### config.mk
export PLATFORM = sky130hd
export DESIGN_NAME = autoneg_page_registers
export DESIGN_NICKNAME = d
export VERILOG_FILES = /design/src/hdl/toggle_tracker.v /design/src/hdl/autoneg_page_registers.v
export VERILOG_INCLUDE_DIRS = /design/src /design/src/hdl
export SDC_FILE = /design/constraint.sdc
export NUM_CORES = 1
export LEC_CHECK = 0
export ABC_CLOCK_PERIOD_IN_PS = 6910
export BUFFER_PORTS_ARGS = -buffer_cell sky130_fd_sc_hd__buf_2
export CORE_MARGIN = 2
export CORE_UTILIZATION = 54
export CTS_BUF_LIST = sky130_fd_sc_hd__clkbuf_8
export DETAILED_ROUTE_END_ITERATION = 8
export GPL_TIMING_DRIVEN = 0
export PLACE_DENSITY_LB_ADDON = 0.08
export SETUP_SLACK_MARGIN = 0.4
export SYNTH_ARGS = -nofsm -noshare
export SYNTH_HDL_FRONTEND = slang
export SYNTH_SLANG_ARGS = --single-unit
### constraint.sdc
create_clock -name i_clk -period 6.91 [get_ports i_clk]
set_input_delay 1.382 -clock i_clk [delete_from_list [all_inputs] [get_ports i_clk]]
set_output_delay 1.382 -clock i_clk [all_outputs]
set_load 0.01 [all_outputs]
### src/hdl/anpage_defines.vh
`ifndef ANPAGE_DEFINES_VH
`define ANPAGE_DEFINES_VH

// Management register addresses within one port
`define REG_PARTNER_PAGE 5'h05
`define REG_AUTONEG_EXPANSION 5'h06
`define REG_NEXT_PAGE_TRANSMIT 5'h07

// Reset values
`define PARTNER_PAGE_RESET 16'h0000
`define NEXT_PAGE_TRANSMIT_RESET 16'h2001

// Code word field positions (shared by partner page and transmit page)
`define PG_NEXT_PAGE 15
`define PG_ACK 14
`define PG_REMOTE_FAULT 13
`define PG_MESSAGE_PAGE 13
`define PG_ACK2 12
`define PG_TOGGLE 11
`define PG_MSG_HI 10
`define PG_MSG_LO 0

// Expansion register field positions
`define EXP_PARTNER_AN_ABLE 0
`define EXP_PAGE_RECEIVED 1
`define EXP_NEXT_PAGE_ABLE 2
`define EXP_PARTNER_NP_ABLE 3

// Port count and port select width
`define NUM_PORTS 4
`define PORT_W 2

`endif

### src/hdl/toggle_tracker.v
`timescale 1ns/1ps
`include "anpage_defines.vh"

// Keeps the toggle bit of the next page a port will send.
module toggle_tracker (
   input wire i_clk,
   input wire i_reset,
   input wire i_base_sent,
   input wire i_base_toggle,
   input wire i_next_sent,
   output reg o_toggle
);

   always @(posedge i_clk) begin
      if (i_reset) begin
         o_toggle <= 1'b0;
      end else if (i_base_sent) begin
         // First next page carries the inverse of the base page's bit 11
         o_toggle <= ~i_base_toggle; // [RULE12]
      end else if (i_next_sent) begin
         o_toggle <= ~o_toggle; // [RULE12]
      end
   end

endmodule

### src/hdl/autoneg_page_registers.v
`timescale 1ns/1ps
`include "anpage_defines.vh"

// How it works
// RULE1 - Partner page register is read-only, latest word
// RULE2 - Base page: NP, ACK, RF, ability, selector
// RULE3 - Next page: NP, ACK, MP, ACK2, toggle, message
// RULE4 - Page received bit sets, clears on read
// RULE5 - Next page able reads one, upper bits zero
// RULE6 - Partner NP able and AN able, read-only
// RULE7 - Transmit next page resets to 0x2001
// RULE8 - Writable NP, MP, ACK2, message; toggle RO
// RULE9 - Independent register copies for every port
// RULE10 - Advertised next-page bit requests page exchange
// RULE11 - Controller restarts autoneg after advertisement change; here no restart, o_np_request only follows i_adv_next_page
// RULE12 - Transmit toggle alternates, starts inverted from base
module autoneg_page_registers (
   input wire i_clk,
   input wire i_reset,
   // Management access, already deserialised by the MII management engine
   input wire i_mgmt_rd,
   input wire i_mgmt_wr,
   input wire [1:0] i_mgmt_port,
   input wire [4:0] i_mgmt_addr,
   input wire [15:0] i_mgmt_wdata,
   output reg [15:0] o_mgmt_rdata,
   output reg o_mgmt_rvalid,
   // Line-side arbitration events, one bit or word per port
   input wire [3:0] i_page_rx,
   input wire [63:0] i_page_rx_word,
   input wire [3:0] i_partner_an_able,
   input wire [3:0] i_partner_np_able,
   input wire [3:0] i_adv_next_page,
   input wire [3:0] i_base_sent,
   input wire [3:0] i_base_toggle,
   input wire [3:0] i_next_sent,
   // Per-port results
   output reg [63:0] o_partner_page,
   output reg [63:0] o_tx_next_page,
   output reg [3:0] o_page_alert,
   output reg [3:0] o_np_request
);

   wire [3:0] port_toggle;
   reg [3:0] exp_an_able_q;
   reg [3:0] exp_np_able_q;
   reg [3:0] page_rcvd_q;
   reg [15:0] tx_word_q [0:3];
   reg [15:0] rdata_d;
   reg [15:0] exp_word;

   genvar gp;
   generate
      for (gp = 0; gp < `NUM_PORTS; gp = gp + 1) begin : g_port
         wire sel;
         wire rd_exp;
         wire wr_tx;
         assign sel = (i_mgmt_port == gp[1:0]); // [RULE9]
         assign rd_exp = i_mgmt_rd && sel && (i_mgmt_addr == `REG_AUTONEG_EXPANSION);
         assign wr_tx = i_mgmt_wr && sel && (i_mgmt_addr == `REG_NEXT_PAGE_TRANSMIT);

         // Partner page takes the whole received word; its layout is the
         // partner's, base or next page, and is not reinterpreted here.
         always @(posedge i_clk) begin
            if (i_reset) begin
               o_partner_page[gp*16 +: 16] <= `PARTNER_PAGE_RESET; // [RULE2] [RULE3]
            end else if (i_page_rx[gp]) begin
               o_partner_page[gp*16 +: 16] <= i_page_rx_word[gp*16 +: 16]; // [RULE1]
            end
         end

         // A new page arriving in the cycle of a read keeps the flag set
         always @(posedge i_clk) begin
            if (i_reset) begin
               page_rcvd_q[gp] <= 1'b0;
            end else if (i_page_rx[gp]) begin
               page_rcvd_q[gp] <= 1'b1; // [RULE4]
            end else if (rd_exp) begin
               page_rcvd_q[gp] <= 1'b0; // [RULE4]
            end
         end

         always @(posedge i_clk) begin
            if (i_reset) begin
               exp_an_able_q[gp] <= 1'b0;
               exp_np_able_q[gp] <= 1'b0;
            end else begin
               exp_an_able_q[gp] <= i_partner_an_able[gp]; // [RULE6]
               exp_np_able_q[gp] <= i_partner_np_able[gp]; // [RULE6]
            end
         end

         // Bit 14 is never stored as one; toggle comes from the tracker
         always @(posedge i_clk) begin
            if (i_reset) begin
               tx_word_q[gp] <= `NEXT_PAGE_TRANSMIT_RESET; // [RULE7]
            end else if (wr_tx) begin
               tx_word_q[gp] <= {i_mgmt_wdata[`PG_NEXT_PAGE], 1'b0,
                                 i_mgmt_wdata[`PG_MESSAGE_PAGE],
                                 i_mgmt_wdata[`PG_ACK2], 1'b0,
                                 i_mgmt_wdata[`PG_MSG_HI:`PG_MSG_LO]}; // [RULE8]
            end
         end

         toggle_tracker u_toggle (
            .i_clk(i_clk),
            .i_reset(i_reset),
            .i_base_sent(i_base_sent[gp]),
            .i_base_toggle(i_base_toggle[gp]),
            .i_next_sent(i_next_sent[gp]),
            .o_toggle(port_toggle[gp])
         );

         always @(posedge i_clk) begin
            if (i_reset) begin
               o_tx_next_page[gp*16 +: 16] <= `NEXT_PAGE_TRANSMIT_RESET;
               o_page_alert[gp] <= 1'b0;
               o_np_request[gp] <= 1'b0;
            end else begin
               o_tx_next_page[gp*16 +: 16] <= {tx_word_q[gp][15:12], port_toggle[gp],
                                               tx_word_q[gp][10:0]}; // [RULE12]
               o_page_alert[gp] <= page_rcvd_q[gp];
               // Follows the advertised bit one cycle later, with no restart of autoneg
               o_np_request[gp] <= i_adv_next_page[gp]; // [RULE10] [RULE11]
            end
         end
      end
   endgenerate

   // Read mux; unmapped addresses read as zero so the engine can own them
   always @* begin
      exp_word = 16'h0000; // [RULE5]
      exp_word[`EXP_PARTNER_AN_ABLE] = exp_an_able_q[i_mgmt_port];
      exp_word[`EXP_PAGE_RECEIVED] = page_rcvd_q[i_mgmt_port];
      exp_word[`EXP_NEXT_PAGE_ABLE] = 1'b1; // [RULE5]
      exp_word[`EXP_PARTNER_NP_ABLE] = exp_np_able_q[i_mgmt_port];
      case (i_mgmt_addr)
         `REG_PARTNER_PAGE: begin
            rdata_d = o_partner_page[i_mgmt_port*16 +: 16]; // [RULE1]
         end
         `REG_AUTONEG_EXPANSION: begin
            rdata_d = exp_word; // [RULE6]
         end
         `REG_NEXT_PAGE_TRANSMIT: begin
            rdata_d = {tx_word_q[i_mgmt_port][15:12], port_toggle[i_mgmt_port],
                       tx_word_q[i_mgmt_port][10:0]}; // [RULE8]
         end
         default: begin
            rdata_d = 16'h0000;
         end
      endcase
   end

   always @(posedge i_clk) begin
      if (i_reset) begin
         o_mgmt_rdata <= 16'h0000;
         o_mgmt_rvalid <= 1'b0;
      end else begin
         o_mgmt_rvalid <= i_mgmt_rd;
         if (i_mgmt_rd) begin
            o_mgmt_rdata <= rdata_d;
         end
      end
   end

endmodule

* Yosys cells after proc, flatten, opt, wreduce, memory -nomap -nowiden *
Memories as Yosys holds them, arrays and structs flattened. A register that Yosys moved wholly into a read port is not among the register bits.
Cells that the tools add are included.

operators by class
  bitwise operators = 12
  divide/modulo/power cells = 0
  multiply operators = 0
  reduce and logical (&&, ||, !) cells = 25
  magnitude comparators = 1
  mux-type cells = 43
  equal/unequal tests = 6
  shift operators = 1
  $add $sub $neg = 0

operator list
  operator                                                                count
  64-bit by 7-bit variable part select with 16-bit output                 1
  14-bit two-way mux                                                      4
  16-bit one-hot mux with 3 select lines                                  1
  1-bit two-way mux                                                       34
  1-bit logical AND                                                       16
  2-bit nonzero test                                                      8
  5-bit by 3-bit equality test with 1-bit output (second input constant)  3
  1-bit binary-select mux with 2-bit select                               4
  1-bit inverter                                                          8
  2-bit equality test (second input constant)                             2
  1-bit OR                                                                4
  2-bit by 3-bit < comparator with 1-bit output (second input constant)   1
  2-bit by 1-bit equality test with 1-bit output (second input constant)  1
  2-bit logical NOT                                                       1

storage, ports and cells
  memory bits (read-only) = 0
  memories kept = 1
  bits in latches = 0
  bits in registers = 169
  word-level logic and storage cells = 123
  output and inout bits = 153
  bits in writable memories = 56

memory list
  memory     depth  bits a word  read ports  clocked after Yosys merged registers in  write ports  line                         text
  tx_word_q  4      14           5           4                                        4            autoneg_page_registers.v:48  reg [15:0] tx_word_q [0:3];

* Longest topological paths before layout *
  depth in word-level cells = 7
  depth in mapped cells = 6
  depth with buffers taken out = 4

* By module *
Synthesis repeated with hierarchy kept, for this count alone.

unflattened totals
  cell total of the unflattened synthesis = 678
  area, all modules = 8,426.8 µm²

by module, submodules not included
  module                  instances  sequential area each (µm²)  area an instance (µm²)  cells each
  autoneg_page_registers  1          4,904.7                     8,261.7                 662
  toggle_tracker          4          20.0                        41.3                    4

* Worst setup path after synthesis *
OpenSTA, ideal clock, no wires.

  path type = input -> register
  start = input port i_mgmt_addr[1]
  end = memory tx_word_q[0][0] (netlist bit), enable pin
  stages on the path = 4
  data required time = 6.503 ns
  data arrival time = 3.089 ns
  path buffers = 1
  path slack = 3.414 ns
  setup time = 0.407 ns
  cell sequence = buf_4 -> and4bb_4 -> nand3_4 -> o31ai_1

RTL lines
  what         line                         text
  from (decl)  autoneg_page_registers.v:24  input wire [4:0] i_mgmt_addr,
  to (decl)    autoneg_page_registers.v:48

==> metrics.txt <==
final instance area=~11000 um^2; Clock Root Buffer=clkbuf_8; highest clock rate=approximately 350 MHz; number of port buffers=258; Yosys warning total=0; DRT iter0 DRCs=320; Post-synth top flop=dfxtp_1; final worst slack=around 4100 ps; Max Cap Viol=0; DRT Pass-1 Iters=5; Gate Count Post-Synth=approximately 680; Non-Filler Instances=between 1000 and 1500; # IOs=272; DR WL met2=around 12000 um; drt wl/cell=19.7 um; Worst path max stage delay=roughly 430 ps; crit share post-route=41.4%; area grow syn2layout=27.5%; CTS H-tree depth=2; first-pass GRT wire length=about 35000 um; top layer in use=met4; Initial Util=between 50% and 60%; GRT Residual Overflow=0; post-detailed-routing wire length=roughly 24000 um; r2r setup slk=5620 ps; Seq/Total Area, Yosys=roughly 59%; largest family of logic cells by synthesized area=multiplexers; initial antenna violation count=0; DRT antenna net count=0; dpl cells=between 1000 and 1500; Cell variety after synth=34; post-cts sizing count=0; WP data required=roughly 7000 ps; Setup violations, final=0; post-synth top area share=39.2%; Max VDD drop=a little under 200 uV; Synth Area in XOR/XNOR=less than 1%; TritonCTS clock tree=done; clk sinks=221; Post-synth EDFFs=between 50 and 60; Total Die Area=16600 um^2; pwr dens=264 nW/um^2; Compound-Gate Fraction of Synth Area=2.57%; dpl ws=roughly 3500 ps; Least-Margin Pin Slew=~960 ps; Vias per Instance=5.19; Clock Tree Buf Depth=3; Worst-path clk slew=~60 ps; vias in the first global route=~6400; largest net degree at the start of global routing=15; Num CTS Buffers=36; Die Y=129 um; share of cells above drive strength 1=between 30% and 40%; post-route setup TNS=0 ps; DRT met1 WL=approximately 9500 um; Clock Latency Late Sink=510 ps; Post-Synth Simple-Gate Area=between 10% and 20%; synth top area cells=dfxtp_1 (39%), edfxtp_1 (20%), mux2i_1 (10%), mux4_2 (7.5%), nor2b_1 (5.3%); cts hold-fix bufs=0; Pwr Total=about 2.8 mW; post-synthesis mux area share=about 18%; async set or reset register ratio after synthesis=0%; area leader, netlist=dfxtp_1; cell area after synthesis=about 8400 um^2; met3 WL post-DR=between 1500 and 2000 um; Leakage=4.96 nW; RSZ-0062 raised after global routing=no; final net count=1097; Crit. End Element=flop; WP data arrival=between 2000 and 3000 ps; vias post-DR=6315; Worst Hold Class=reg2reg; GRT Resource Usage Total=between 20 and 30%; Hold Fails Final Rpt=0; CP Cell Sequence=buf_2 > buf_2 > buf_1 > inv_1 > o21ai_2; Critical-path top delay cell=buf_1; Yosys reg bits=221; critical path class=in2reg; row count=45; DP Wirelength=around 17000 um; CP max FO=14; Die Wd=between 100 and 150 um; Final Max Tran Viols=0; status=complete, no violations; gpl congestion=roughly 0.87; clock skew=about 9 ps; total setup buffers inserted after CTS=0; Antenna Cells=0; Avg Cell Area, Syn=roughly 12 um^2; min Tclk post-route=2860 ps; Area after DPL=10000 um^2; DRC=0; most frequent CP cell=buf_2; Adder-Cell Fraction of Synth Area=0%; Placeable Area=15300 um^2; relative max-transition margin=36.3%; Worst setup SP type=input port
[worst max-delay path: cells and delay by family]
| family | cells | cell delay, ps |
|---|---|---|
| compound gates | 1 | 430 |
| buf+inv | 4 | 1160 |
[final timing paths]
check                                       from                       endpoint  cells past startpoint
setup / recovery                         i_reset  tx_word_q[3][5]$_SDFFCE_PN0P_                      5
hold / removal      o_mgmt_rdata[4]$_SDFFE_PP0P_   o_mgmt_rdata[4]$_SDFFE_PP0P_                      2
setup reg to reg  o_partner_page[0]$_SDFFE_PP0P_   o_mgmt_rdata[0]$_SDFFE_PP0P_                      3
hold reg to reg     o_mgmt_rdata[4]$_SDFFE_PP0P_   o_mgmt_rdata[4]$_SDFFE_PP0P_                      2
[per-stage QoR]
step	util, %	hold slack, ps
2_1_floorplan	-	426
3_3_place_gp	65.6	436
3_5_place_dp	65.7	441
4_1_cts	70.5	455
5_1_grt	70.5	479
6_report	70.5	451
[routing by layer]
metal	up-vias	GRT usage, %
li1	2939	-
met1	3054	34.4
met2	281	49.2
met3	41	8.02
met4	0	9.34
met5	-	0
[report_power, final]
part	switching [mW]	total [mW]	internal (mW)
clock	0.501	1.11	0.609
combinational	0.163	0.299	0.136
sequential	0.0356	1.43	1.40
total	0.700	2.84	2.14
[synthesized netlist by cell type, types with 2 or more instances]
master / instances
mux2i_1: 87
nand2_1: 18
a211oi_1: 9
buf_4: 10
nand2b_1: 11
o21ai_1: 14
xor2_1: 4
dfxtp_1: 165
mux4_2: 28
or2_2: 8
nand3_1: 4
and2_1: 49
a311oi_1: 3
buf_1: 7
edfxtp_1: 56
buf_6: 6
nor2_1: 81
clkbuf_1: 13
nor3_4: 3
nor2b_1: 72
nand4_1: 3
a22oi_1: 3
inv_1: 2
buf_2: 13
[sequential cells by signal, summed over array words and instances (netlist names)]
register                  flops
o_tx_next_page               60
page_rcvd_q                   4
g_port.u_toggle.o_toggle      4
o_page_alert                  4
o_mgmt_rvalid                 1
o_partner_page               64
o_mgmt_rdata                 16
o_np_request                  4
exp_an_able_q                 4
tx_word_q                    56
exp_np_able_q                 4
[cell families (layout without fill, tap and decap cells)]
group,Yosys count,count (layout)
AO/OA/AOI/OAI,33,33
AND/OR/NAND/NOR,254,254
flip-flops,221,221
buffers and inverters,51,374
multiplexers,115,115
XOR/XNOR,4,4
other,1,4
[layout make-up]
type | count | area, um^2
Tap cell | 211 | 264
Sequential cell | 221 | 4980
Clock inverter | 18 | 77.6
Fill cell | 1176 | 4510
Timing Repair Buffer | 258 | 1290
Buffer | 49 | 283
Multi-Input combinational cell | 410 | 3200
Inverter | 2 | 7.51
Clock buffer | 47 | 647
[layout by cell type (no fill, tap or decap), types with 2 or more instances in the layout]
cell type	count
mux2i_1	87
edfxtp_1	56
buf_4	10
nor3_4	3
nor2b_1	72
nand2b_1	11
clkbuf_8	47
buf_2	271
clkbuf_1	13
buf_6	6
dfxtp_1	165
a211oi_1	9
clkinv_2	2
o21ai_1	11
clkinvlp_4	2
xor2_1	4
and2_1	49
nand2_1	18
mux4_2	28
or2_2	8
inv_1	16
a22oi_1	3
a311oi_1	3
conb_1	4
buf_1	7
o21ai_2	3
nand3_1	4
nor2_1	81
nand4_1	3
(Power assumes the default switching activity.)
